File: src/core/amo_cfg.svh
// constants of the angle output mapping block
`ifndef AMO_CFG_SVH
`define AMO_CFG_SVH

// ---------------------------------------------------------------
// register addresses
// ---------------------------------------------------------------
`define AMO_ADDR_ZERO   4'h7
`define AMO_ADDR_MLOW   4'h9
`define AMO_ADDR_CLO    4'ha
`define AMO_ADDR_CHI    4'hb
`define AMO_ADDR_SWMH   4'he
`define AMO_ADDR_CUST   4'hf

// ---------------------------------------------------------------
// field positions
// ---------------------------------------------------------------
`define AMO_MLOW_MSB    15
`define AMO_MLOW_LSB    3
`define AMO_CLAMP_MSB   12
`define AMO_THR_MSB     15
`define AMO_THR_LSB     6
`define AMO_MHIGH_MSB   5
`define AMO_SLOPE_BIT   8
`define AMO_REL_LSB     3
`define AMO_MULT_FRAC   14

// ---------------------------------------------------------------
// reset values
// ---------------------------------------------------------------
`define AMO_RST_ZERO    16'h0000
`define AMO_RST_MLOW    16'h2000
`define AMO_RST_CLO     16'h0100
`define AMO_RST_CHI     16'h12ff
`define AMO_RST_SWMH    16'hffc1
`define AMO_RST_CUST    16'h0c00

`endif

File: src/core/amo_pkg.sv
// types of the angle output mapping block
`include "amo_cfg.svh"

package amo_pkg;

  // register access request
  typedef struct packed {
    logic        wr;
    logic        rd;
    logic [3:0]  addr;
    logic [15:0] wdata;
  } amo_reg_req_type;

  // decoded mapping parameters
  typedef struct packed {
    logic [15:0] zero;
    logic [18:0] mult;
    logic [12:0] lower_clamp_level;
    logic [12:0] upper_clamp_level;
    logic [9:0]  thr;
    logic        falling;
  } amo_map_type;

endpackage : amo_pkg

File: src/core/amo_scale.sv
// scaling of the offset angle by the range multiplier
`timescale 1ns/1ps
`include "amo_cfg.svh"

module amo_scale
  import amo_pkg::*;
(
  input  wire logic [15:0] rel,
  input  wire logic [18:0] mult,
  output logic      [17:0] delta
);

  logic [31:0] prod;

  // angle fraction of 180 deg to 13-bit dac span, times multiplier
  always_comb
  begin
    prod  = {19'h00000, rel[15:`AMO_REL_LSB]} * {13'h0000, mult};
    delta = prod[`AMO_MULT_FRAC+17:`AMO_MULT_FRAC];
  end

endmodule : amo_scale

File: src/core/amo_angle_map.sv
// angle to output code mapping with its parameter registers
//
// Functional notes
// - zero offset is unsigned fraction of 180 deg, lsb two to minus sixteen
// - multiplier low part from word 9h bits 15..3, bits 2..0 ignored
// - undefined bits are written zero; reads there may return anything
// - multiplier high part from word Eh bits 5..0, weights 2^4..2^-1
// - clamp switch angle is 10-bit fraction in word Eh bits 15..6
// - rising slope and angle beyond switch angle forces lower clamp
// - slope bit zero gives rising transfer, one gives falling
`timescale 1ns/1ps
`include "amo_cfg.svh"

module amo_angle_map
  import amo_pkg::*;
(
  input  wire logic        CLK,
  input  wire logic        SYS_RST,
  input  wire logic        REG_WR,
  input  wire logic        REG_RD,
  input  wire logic [3:0]  REG_ADDR,
  input  wire logic [15:0] REG_WDATA,
  output logic      [15:0] REG_RDATA,
  output logic             REG_RVALID,
  input  wire logic        ANGLE_VALID,
  input  wire logic [15:0] ANGLE,
  output logic      [12:0] OUT_CODE,
  output logic             OUT_VALID,
  output logic             OUT_FORCED
);

  // ---------------------------------------------------------------
  // register file
  // ---------------------------------------------------------------
  amo_reg_req_type req;
  amo_map_type     map;
  logic [15:0]     zero_word;
  logic [15:0]     mlow_word;
  logic [15:0]     clo_word;
  logic [15:0]     chi_word;
  logic [15:0]     swmh_word;
  logic [15:0]     cust_word;
  logic [15:0]     next_zero_word;
  logic [15:0]     next_mlow_word;
  logic [15:0]     next_clo_word;
  logic [15:0]     next_chi_word;
  logic [15:0]     next_swmh_word;
  logic [15:0]     next_cust_word;
  logic [15:0]     next_rdata;
  logic            next_rvalid;

  assign req = '{wr: REG_WR, rd: REG_RD, addr: REG_ADDR, wdata: REG_WDATA};

  // write decode and read mux; a read in a write cycle returns the old word
  // words stored whole
  always_comb
  begin
    next_zero_word = zero_word;
    next_mlow_word = mlow_word;
    next_clo_word  = clo_word;
    next_chi_word  = chi_word;
    next_swmh_word = swmh_word;
    next_cust_word = cust_word;
    next_rvalid    = req.rd;
    next_rdata     = REG_RDATA;
    if (req.wr)
    begin
      case (req.addr)
        `AMO_ADDR_ZERO: next_zero_word = req.wdata;
        `AMO_ADDR_MLOW: next_mlow_word = req.wdata;
        `AMO_ADDR_CLO:  next_clo_word  = req.wdata;
        `AMO_ADDR_CHI:  next_chi_word  = req.wdata;
        `AMO_ADDR_SWMH: next_swmh_word = req.wdata;
        `AMO_ADDR_CUST: next_cust_word = req.wdata;
        default:        next_zero_word = zero_word;
      endcase
    end
    if (req.rd)
    begin
      case (req.addr)
        `AMO_ADDR_ZERO: next_rdata = zero_word;
        `AMO_ADDR_MLOW: next_rdata = mlow_word;
        `AMO_ADDR_CLO:  next_rdata = clo_word;
        `AMO_ADDR_CHI:  next_rdata = chi_word;
        `AMO_ADDR_SWMH: next_rdata = swmh_word;
        `AMO_ADDR_CUST: next_rdata = cust_word;
        default:        next_rdata = 16'h0000;
      endcase
    end
  end

  // register the parameter words
  always_ff @(posedge CLK or posedge SYS_RST)
  begin
    if (SYS_RST)
    begin
      zero_word  <= `AMO_RST_ZERO;
      mlow_word  <= `AMO_RST_MLOW;
      clo_word   <= `AMO_RST_CLO;
      chi_word   <= `AMO_RST_CHI;
      swmh_word  <= `AMO_RST_SWMH;
      cust_word  <= `AMO_RST_CUST;
      REG_RDATA  <= 16'h0000;
      REG_RVALID <= 1'b0;
    end
    else
    begin
      zero_word  <= next_zero_word;
      mlow_word  <= next_mlow_word;
      clo_word   <= next_clo_word;
      chi_word   <= next_chi_word;
      swmh_word  <= next_swmh_word;
      cust_word  <= next_cust_word;
      REG_RDATA  <= next_rdata;
      REG_RVALID <= next_rvalid;
    end
  end

  // ---------------------------------------------------------------
  // field decode
  // ---------------------------------------------------------------
  // zero offset, multiplier, clamp levels, switch angle and slope bit from the words
  always_comb
  begin
    map.zero     = zero_word;
    map.mult     = {swmh_word[`AMO_MHIGH_MSB:0], mlow_word[`AMO_MLOW_MSB:`AMO_MLOW_LSB]};
    map.lower_clamp_level = clo_word[`AMO_CLAMP_MSB:0];
    map.upper_clamp_level = chi_word[`AMO_CLAMP_MSB:0];
    map.thr      = swmh_word[`AMO_THR_MSB:`AMO_THR_LSB];
    map.falling  = cust_word[`AMO_SLOPE_BIT];
  end

  // ---------------------------------------------------------------
  // transfer function
  // ---------------------------------------------------------------
  logic [15:0] rel;
  logic [17:0] delta;
  logic [18:0] rise_sum;
  logic [12:0] span;
  logic        beyond;
  logic [12:0] next_code;
  logic        next_forced;

  // angle relative to mechanical zero, wraps over 180 deg
  assign rel = ANGLE - map.zero;

  amo_scale u_scale
  (
    .rel   (rel),
    .mult  (map.mult),
    .delta (delta)
  );

  // clamped output code and switch to lower clamp
  always_comb
  begin
    rise_sum    = {6'h00, map.lower_clamp_level} + {1'b0, delta};
    span        = map.upper_clamp_level - map.lower_clamp_level;
    beyond      = rel[15:`AMO_THR_LSB] > map.thr;
    next_forced = 1'b0;
    next_code   = map.lower_clamp_level;
    if (map.falling)
    begin
      if (delta > {5'h00, span})
        next_code = map.lower_clamp_level;
      else
        next_code = map.upper_clamp_level - delta[12:0];
    end
    else if (beyond)
    begin
      next_code   = map.lower_clamp_level;
      next_forced = 1'b1;
    end
    else if (rise_sum > {6'h00, map.upper_clamp_level})
      next_code = map.upper_clamp_level;
    else
      next_code = rise_sum[12:0];
  end

  // output registers, updated on each valid angle
  always_ff @(posedge CLK or posedge SYS_RST)
  begin
    if (SYS_RST)
    begin
      OUT_CODE   <= 13'h0000;
      OUT_VALID  <= 1'b0;
      OUT_FORCED <= 1'b0;
    end
    else
    begin
      OUT_VALID <= ANGLE_VALID;
      if (ANGLE_VALID)
      begin
        OUT_CODE   <= next_code;
        OUT_FORCED <= next_forced;
      end
    end
  end

  // ---------------------------------------------------------------
  // assertions
  // ---------------------------------------------------------------
  property p_zero_maps_low;
    @(posedge CLK) disable iff (SYS_RST)
    ANGLE_VALID && (ANGLE == zero_word) && !map.falling && !REG_WR
    |=> OUT_CODE == $past(clo_word[`AMO_CLAMP_MSB:0]);
  endproperty
  a_zero_maps_low: assert property (p_zero_maps_low)
    else $error("zero angle did not map to lower clamp");

  property p_mlow_field;
    @(posedge CLK) disable iff (SYS_RST)
    REG_WR && (REG_ADDR == `AMO_ADDR_MLOW)
    |=> map.mult[12:0] == $past(REG_WDATA[15:3]);
  endproperty
  a_mlow_field: assert property (p_mlow_field)
    else $error("multiplier low part not taken from bits 15..3");

  property p_readback;
    @(posedge CLK) disable iff (SYS_RST)
    REG_WR && (REG_ADDR == `AMO_ADDR_ZERO) ##1 REG_RD && !REG_WR && (REG_ADDR == `AMO_ADDR_ZERO)
    |=> REG_RVALID && (REG_RDATA == $past(REG_WDATA, 2));
  endproperty
  a_readback: assert property (p_readback)
    else $error("written word not read back");

  property p_mhigh_field;
    @(posedge CLK) disable iff (SYS_RST)
    REG_WR && (REG_ADDR == `AMO_ADDR_SWMH)
    |=> map.mult[18:13] == $past(REG_WDATA[5:0]);
  endproperty
  a_mhigh_field: assert property (p_mhigh_field)
    else $error("multiplier high part not taken from bits 5..0");

  property p_thr_field;
    @(posedge CLK) disable iff (SYS_RST)
    REG_WR && (REG_ADDR == `AMO_ADDR_SWMH)
    |=> map.thr == $past(REG_WDATA[`AMO_THR_MSB:`AMO_THR_LSB]);
  endproperty
  a_thr_field: assert property (p_thr_field)
    else $error("switch angle not taken from bits 15..6");

  property p_force_low;
    @(posedge CLK) disable iff (SYS_RST)
    ANGLE_VALID && !map.falling && (rel[15:6] > map.thr)
    |=> OUT_FORCED && (OUT_CODE == $past(map.lower_clamp_level));
  endproperty
  a_force_low: assert property (p_force_low)
    else $error("output not forced to lower clamp beyond switch angle");

  property p_no_force;
    @(posedge CLK) disable iff (SYS_RST)
    ANGLE_VALID && (map.falling || (rel[15:6] <= map.thr)) |=> !OUT_FORCED;
  endproperty
  a_no_force: assert property (p_no_force)
    else $error("output forced without cause");

  property p_falling_start;
    @(posedge CLK) disable iff (SYS_RST)
    ANGLE_VALID && map.falling && (rel[15:3] == 13'h0000)
    |=> OUT_CODE == $past(map.upper_clamp_level);
  endproperty
  a_falling_start: assert property (p_falling_start)
    else $error("falling slope does not start at upper clamp");

  property p_out_valid;
    @(posedge CLK) disable iff (SYS_RST)
    ANGLE_VALID |=> OUT_VALID ##1 (OUT_VALID == $past(ANGLE_VALID));
  endproperty
  a_out_valid: assert property (p_out_valid)
    else $error("output valid does not follow angle valid");

  c_forced:  cover property (@(posedge CLK) disable iff (SYS_RST) OUT_VALID && OUT_FORCED);
  c_falling: cover property (@(posedge CLK) disable iff (SYS_RST)
                             ANGLE_VALID && map.falling ##1 OUT_VALID);
  c_read:    cover property (@(posedge CLK) disable iff (SYS_RST)
                             REG_WR ##1 REG_RD ##1 REG_RVALID);

endmodule : amo_angle_map

File: config.mk
export PLATFORM = sky130hd
export DESIGN_NAME = amo_angle_map
export DESIGN_NICKNAME = d
export VERILOG_FILES = /design/src/core/amo_pkg.sv /design/src/core/amo_scale.sv /design/src/core/amo_angle_map.sv
export VERILOG_INCLUDE_DIRS = /design/src /design/src/core
export SDC_FILE = /design/constraint.sdc
export NUM_CORES = 1
export LEC_CHECK = 0
export ABC_AREA = 1
export BUFFER_PORTS_ARGS = -buffer_cell sky130_fd_sc_hd__buf_2
export CORE_MARGIN = 3
export CORE_UTILIZATION = 60
export CTS_CLUSTER_DIAMETER = 150
export DETAILED_ROUTE_END_ITERATION = 6
export PLACE_DENSITY_LB_ADDON = 0.08
export SKIP_CTS_REPAIR_TIMING = 1
export SYNTH_ARGS = -nofsm -noshare
export SYNTH_HDL_FRONTEND = slang
export SYNTH_SLANG_ARGS = --single-unit
File: constraint.sdc
create_clock -name CLK -period 10.8 [get_ports CLK]
set_input_delay 0.54 -clock CLK [delete_from_list [all_inputs] [get_ports CLK]]
set_output_delay 0.54 -clock CLK [all_outputs]
set_load 0.02 [all_outputs]
; After elaboration in Yosys (flattened, before gate mapping)
; Index checks and enable logic that the tools add are counted.
[word_totals]
mem_count = 0
reg_bits = 128
romBits = 0
ram_bits = 0
out_inout_bits = 32
latchBits = 0
inputBits = 41
[classes]
n_bitwise = 0
eq_ne = 6
n_div = 0
reduce_logical = 6
muxes = 7
order_cmp = 3
n_shift = 0
n_mul = 1
addsub = 4
[ops]
columns = cell, count
row1 = 16-bit case mux with 6 select lines, 1
row2 = 13-bit 2-to-1 mux, 4
row3 = 13-bit by 19-bit multiplier with 32-bit output, 1
row4 = 13-bit subtractor, 2
row5 = 4-bit == test (second input constant), 5
row6 = 13-bit by 18-bit adder with 19-bit output, 1
row7 = 19-bit by 13-bit greater-than comparator with 1-bit output, 1
row8 = 18-bit by 13-bit greater-than comparator with 1-bit output, 1
row9 = 16-bit subtractor, 1
row10 = 2-bit AND reduction, 6
row11 = 10-bit greater-than comparator, 1
row12 = 4-bit by 3-bit == test with 1-bit output (second input constant), 1
row13 = 1-bit 2-to-1 mux, 2

; Depth between registers and ports, before layout
[logic_depth]
ltp_word = 7
ltp_mapped = 64
mapped_depth_nobuf = 64

; Modules after synthesis
; From an unflattened synthesis, not the netlist that was laid out.
[hier_totals]
hier_cells = 2449
area_unflattened_um2 = 17873.4
[by_module_without_submodules]
columns = mod, n_inst, seq_area_each_um2, area_each_um2, cells_each
row1 = amo_angle_map, 1, 3234.4, 9466.6, 1254
row2 = amo_scale, 1, 0.0, 8406.8, 1195

; Least setup slack after synthesis
; OpenSTA, ideal clock, no wires.
[synth_timing]
kind = in2reg
from = input ANGLE[3]
to = register OUT_CODE[4]
setup_time_ns = 0.128
setup_slack_ns = 1.642
t_arrival_ns = 9.029
stages = 55
cell_sequence = ha_1 -> a21oi_1 -> nand2_2 -> nand2_4 -> nand2_4 -> nand2_4 -> nand2_4 -> nand2_4 -> nand2_4 -> nand2_4 -> nand2_2 -> nand2_2 -> nand2_2 -> nand2_2 -> inv_2 -> o21ai_2 -> inv_2 -> o21ai_2 -> (+19 left out) -> ha_1 -> nand2_1 -> a21oi_1 -> or2_2 -> a21boi_2 -> o21ai_0 -> xor2_1 -> ha_1 -> nand2_1 -> nor2_1 -> nand4_1 -> nor4_1 -> nor2_1 -> nor2_4 -> nand3_2 -> buf_4 -> o211ai_1 -> nand3b_1
[synth_between]
elab_chain_cells = 7
[synth_rtl]
columns = item, line
row1 = "start, declared", amo_angle_map.sv:26  ; input wire logic [15:0] ANGLE,
row2 = 16-bit subtractor (*), amo_angle_map.sv:145  ; assign rel = ANGLE - map.zero;
row3 = 13-bit by 19-bit multiplier with 32-bit output, amo_scale.sv:18  ; prod = {19'h00000, rel[15:`AMO_REL_LSB]} * {13'h0000, mult};
row4 = 13-bit by 18-bit adder with 19-bit output, amo_angle_map.sv:157  ; rise_sum = {6'h00, map.lower_clamp_level} + {1'b0, delta};
row5 = 19-bit by 13-bit greater-than comparator with 1-bit output, amo_angle_map.sv:174  ; else if (rise_sum > {6'h00, map.upper_clamp_level})
row6 = 13-bit 2-to-1 mux, amo_angle_map.sv:174
row7 = 13-bit 2-to-1 mux, amo_angle_map.sv:169  ; else if (beyond)
row8 = 13-bit 2-to-1 mux (*), amo_angle_map.sv:162  ; if (map.falling)
row9 = "end signal, assigned", amo_angle_map.sv:194  ; OUT_CODE <= next_code;
row10 = "end, declared", amo_angle_map.sv:27  ; output logic [12:0] OUT_CODE,
; Every way passes the cells marked *; elsewhere a longest branch is shown, timed or not.
; A chain may end at the register's enable or synchronous reset.

; Final worst setup path
[layout_timing]
from = register zero_word[3]
to = register OUT_CODE[2]
[layout_between]
elab_chain_cells = 7
[layout_rtl]
columns = item, line
row1 = "start, declared", amo_angle_map.sv:37  ; logic [15:0] zero_word;
row2 = "start signal, assigned", amo_angle_map.sv:97  ; zero_word <= `AMO_RST_ZERO;
row3 = "start signal, assigned", amo_angle_map.sv:108  ; zero_word <= next_zero_word;
row4 = 16-bit subtractor (*), amo_angle_map.sv:145
row5 = 13-bit by 19-bit multiplier with 32-bit output, amo_scale.sv:18
row6 = 13-bit by 18-bit adder with 19-bit output, amo_angle_map.sv:157
row7 = 19-bit by 13-bit greater-than comparator with 1-bit output, amo_angle_map.sv:174
row8 = 13-bit 2-to-1 mux, amo_angle_map.sv:174
row9 = 13-bit 2-to-1 mux, amo_angle_map.sv:169
row10 = 13-bit 2-to-1 mux (*), amo_angle_map.sv:162
; Marked as above.

==> run metrics <==
status completed; synth warn 0; clock sinks 128; R2R depth 58; fin nets 2555; Iter 0 DRT Violations 1441; global route overflow 0; drt first pass iters 6; Die Ht 173 um; IO Count 73; mean routed wirelength per cell 20.0 um; pre-CTS WS 197 ps; Setup Skew 12.8 ps; gr usage total 0.346; Seq cells post-synth 128; clock buffer count from CTS 17; post-route setup slack 715 ps; core area 27100 um2; Seq/Total Area, Yosys 0.194; Synth Instances 2124; HPWL Detailed 41500 um; synthesized area 16700 um2; syn nets 2517; starting density of the core 0.615; Max Cap Viol 0; RR Startpoint zero_word[3]; clock insertion delay at the later pin of the skew report 420 ps; slowest CP cell fa_1; Max Freq 0.0992 GHz; largest net degree at the start of global routing 76; Crit. End Element flop; synthesized area per cell 7.85 um2; Hold WC Path Type in2async; ANT cells 0; routed vias 14693; Worst EP required 11150 ps; crit path DAT 10440 ps; Rows 60; Area Overhead vs Synth 8.07%; CP max stage delay 540 ps; Tmin final 10090 ps; PortBufs 72; layout cell share with drive strength beyond 1 0.107; distinct cell type count after synthesis 53; Crit Path Category reg2reg; Async SR Flop Fraction 1.00; chip width 173 um; fin crit share 0.934; routability congestion estimate 0.962; final WL 50900 um; Residual DRC 0; worst rel slew slack 0.333; initial antenna violation count 0; CP Max Fanout 12; vias in the first global route 14733; cell repeated most along the worst path nand2_4; Final Hold Vio Count 0; R2R Setup Slk 710 ps; setup violators final 0; Post-synth EDFFs 0; Slew Limit Fails 0; global-route wire length before repair 81200 um; post-route antenna net violation count 0; H-tree levels 4; cell chosen for the clock root clkbuf_16; FILL cells 2383; CP startpoint kind flop; Reg area 3230 um2; Worst Tran Pin Value 997 ps; ys flop type dfrtp_1; Clock Pin Slew Worst Setup and Hold Paths 70 ps; Max Buffers Root-to-Sink 2; Crit Reg-Reg Endpoint OUT_CODE[2]; CTS tree built; DR vias/cell 5.77; DIE AREA 29800 um2; multi-input gate area in the final layout 11600 um2
-- cells in the final DEF (no fill, tap or decap), types with 8 or more instances in the layout --
master	Yosys	layout
nand3_1	64	64
xor2_1	36	33
nor3_1	13	13
buf_2	4	72
nand2_1	463	463
ha_1	163	163
nor2_1	151	151
dfstp_2	25	25
dfrtp_1	103	103
a221oi_1	11	11
fa_1	189	189
a21o_1	8	8
o21ai_0	143	141
a21oi_1	96	94
clkinv_1	12	11
nand2_2	21	21
clkbuf_16	0	17
nand2_4	8	8
inv_1	395	393
buf_4	4	19
xnor2_1	15	14
nand4_1	20	20
o22ai_1	14	14
a31oi_1	8	8
o21bai_1	10	10
o221ai_1	12	12
a21oi_2	7	9
mux2_2	13	13
-- critical path, delay by kind of cell, from the launching register on --
family	cells	cell delay (ps)
adder cells (fa/ha/maj)	9	3820
XOR/XNOR	2	430
AND/OR/NAND/NOR	29	2950
AO/OA/AOI/OAI	10	1670
flip-flops	1	350
buffers and inverters	8	780
-- Yosys cell counts (all sizes together) (2+ instances only) --
library cell,number,area share
fa,189,0.23
a21o,8,0.0036
dfstp,25,0.039
clkinv,12,0.0027
ha,163,0.12
o221ai,12,0.0063
o21a,5,0.0023
dfrtp,103,0.15
nand3,67,0.021
o2111ai,7,0.0037
a221oi,11,0.0058
o21bai,10,0.0045
o21ai,146,0.045
and2,2,0.00075
nor4,2,0.00075
nand2,492,0.12
o22ai,14,0.0053
a31oi,8,0.0030
buf,17,0.0059
nand4,21,0.0088
inv,400,0.090
nor3,13,0.0039
xor2,36,0.019
a21oi,103,0.033
or2,7,0.0028
nor2,155,0.037
clkbuf,55,0.012
mux2,13,0.0088
o211ai,5,0.0023
xnor2,15,0.0079
-- flip-flops by register name, summed over array words and instances, names as in the netlist --
register    count
clo_word       16
REG_RDATA      16
OUT_FORCED      1
chi_word       16
swmh_word      16
REG_RVALID      1
OUT_VALID       1
zero_word      16
mlow_word      16
OUT_CODE       13
cust_word      16
-- worst max-delay path by stage --
stage	start	end	slack, ps	cells past startpoint
2_1_floorplan	ANGLE[3]	OUT_CODE[4]	1640	55
3_3_place_gp	ANGLE[3]	OUT_CODE[4]	410	55
3_5_place_dp	ANGLE[3]	OUT_CODE[5]	200	57
4_1_cts	zero_word[3]	OUT_CODE[2]	410	57
5_1_grt	zero_word[3]	OUT_CODE[3]	-60	61
6_report	zero_word[3]	OUT_CODE[2]	710	58
-- layer usage --
layer | up-vias | routed length (um) | track usage
li1 | 6750 | - | -
met1 | 7077 | 20900 | 0.478
met2 | 759 | 23800 | 0.573
met3 | 107 | 4340 | 0.0424
met4 | 0 | 1800 | 0.115
met5 | - | 0 | 0
-- cell families (layout without fill, tap and decap cells) --
group                      Yosys count  count (layout)  synth area share
DFF                                128             128             0.194
adders and majority gates          352             352             0.349
buffers and inverters              484             535             0.111
and+or+nand+nor                    762             762             0.193
xor gates and xnor gates            51              51            0.0268
muxes                               13              13           0.00878
AOI/OAI and AO/OA                  334             334             0.116
-- final cells by class --
class                      instances  area share
multi-input combinational       1512       0.646
clock buffer                      17      0.0236
clock inverter                    15      0.0107
timing repair buffer              91      0.0279
tap                              372      0.0258
inverter                         412      0.0867
sequential                       128       0.180
-- per-stage QoR --
step | setup TNS, ps | hold slack [ps] | cell area [um2] | std cells | util
after CTS | 0 | 241 | 17900 | 2544 | 0.661
final | 0 | 213 | 18000 | 2547 | 0.665
after global placement | 0 | 458 | 17300 | 2512 | 0.639
after floorplan | 0 | 453 | 16700 | 2124 | -
after global routing | -308 | 269 | 18000 | 2547 | 0.665
after detailed placement | 0 | 466 | 17300 | 2512 | 0.639
Power is not shown: default switching activity piles up to over one toggle a cycle in this logic, so the estimate is an artifact.
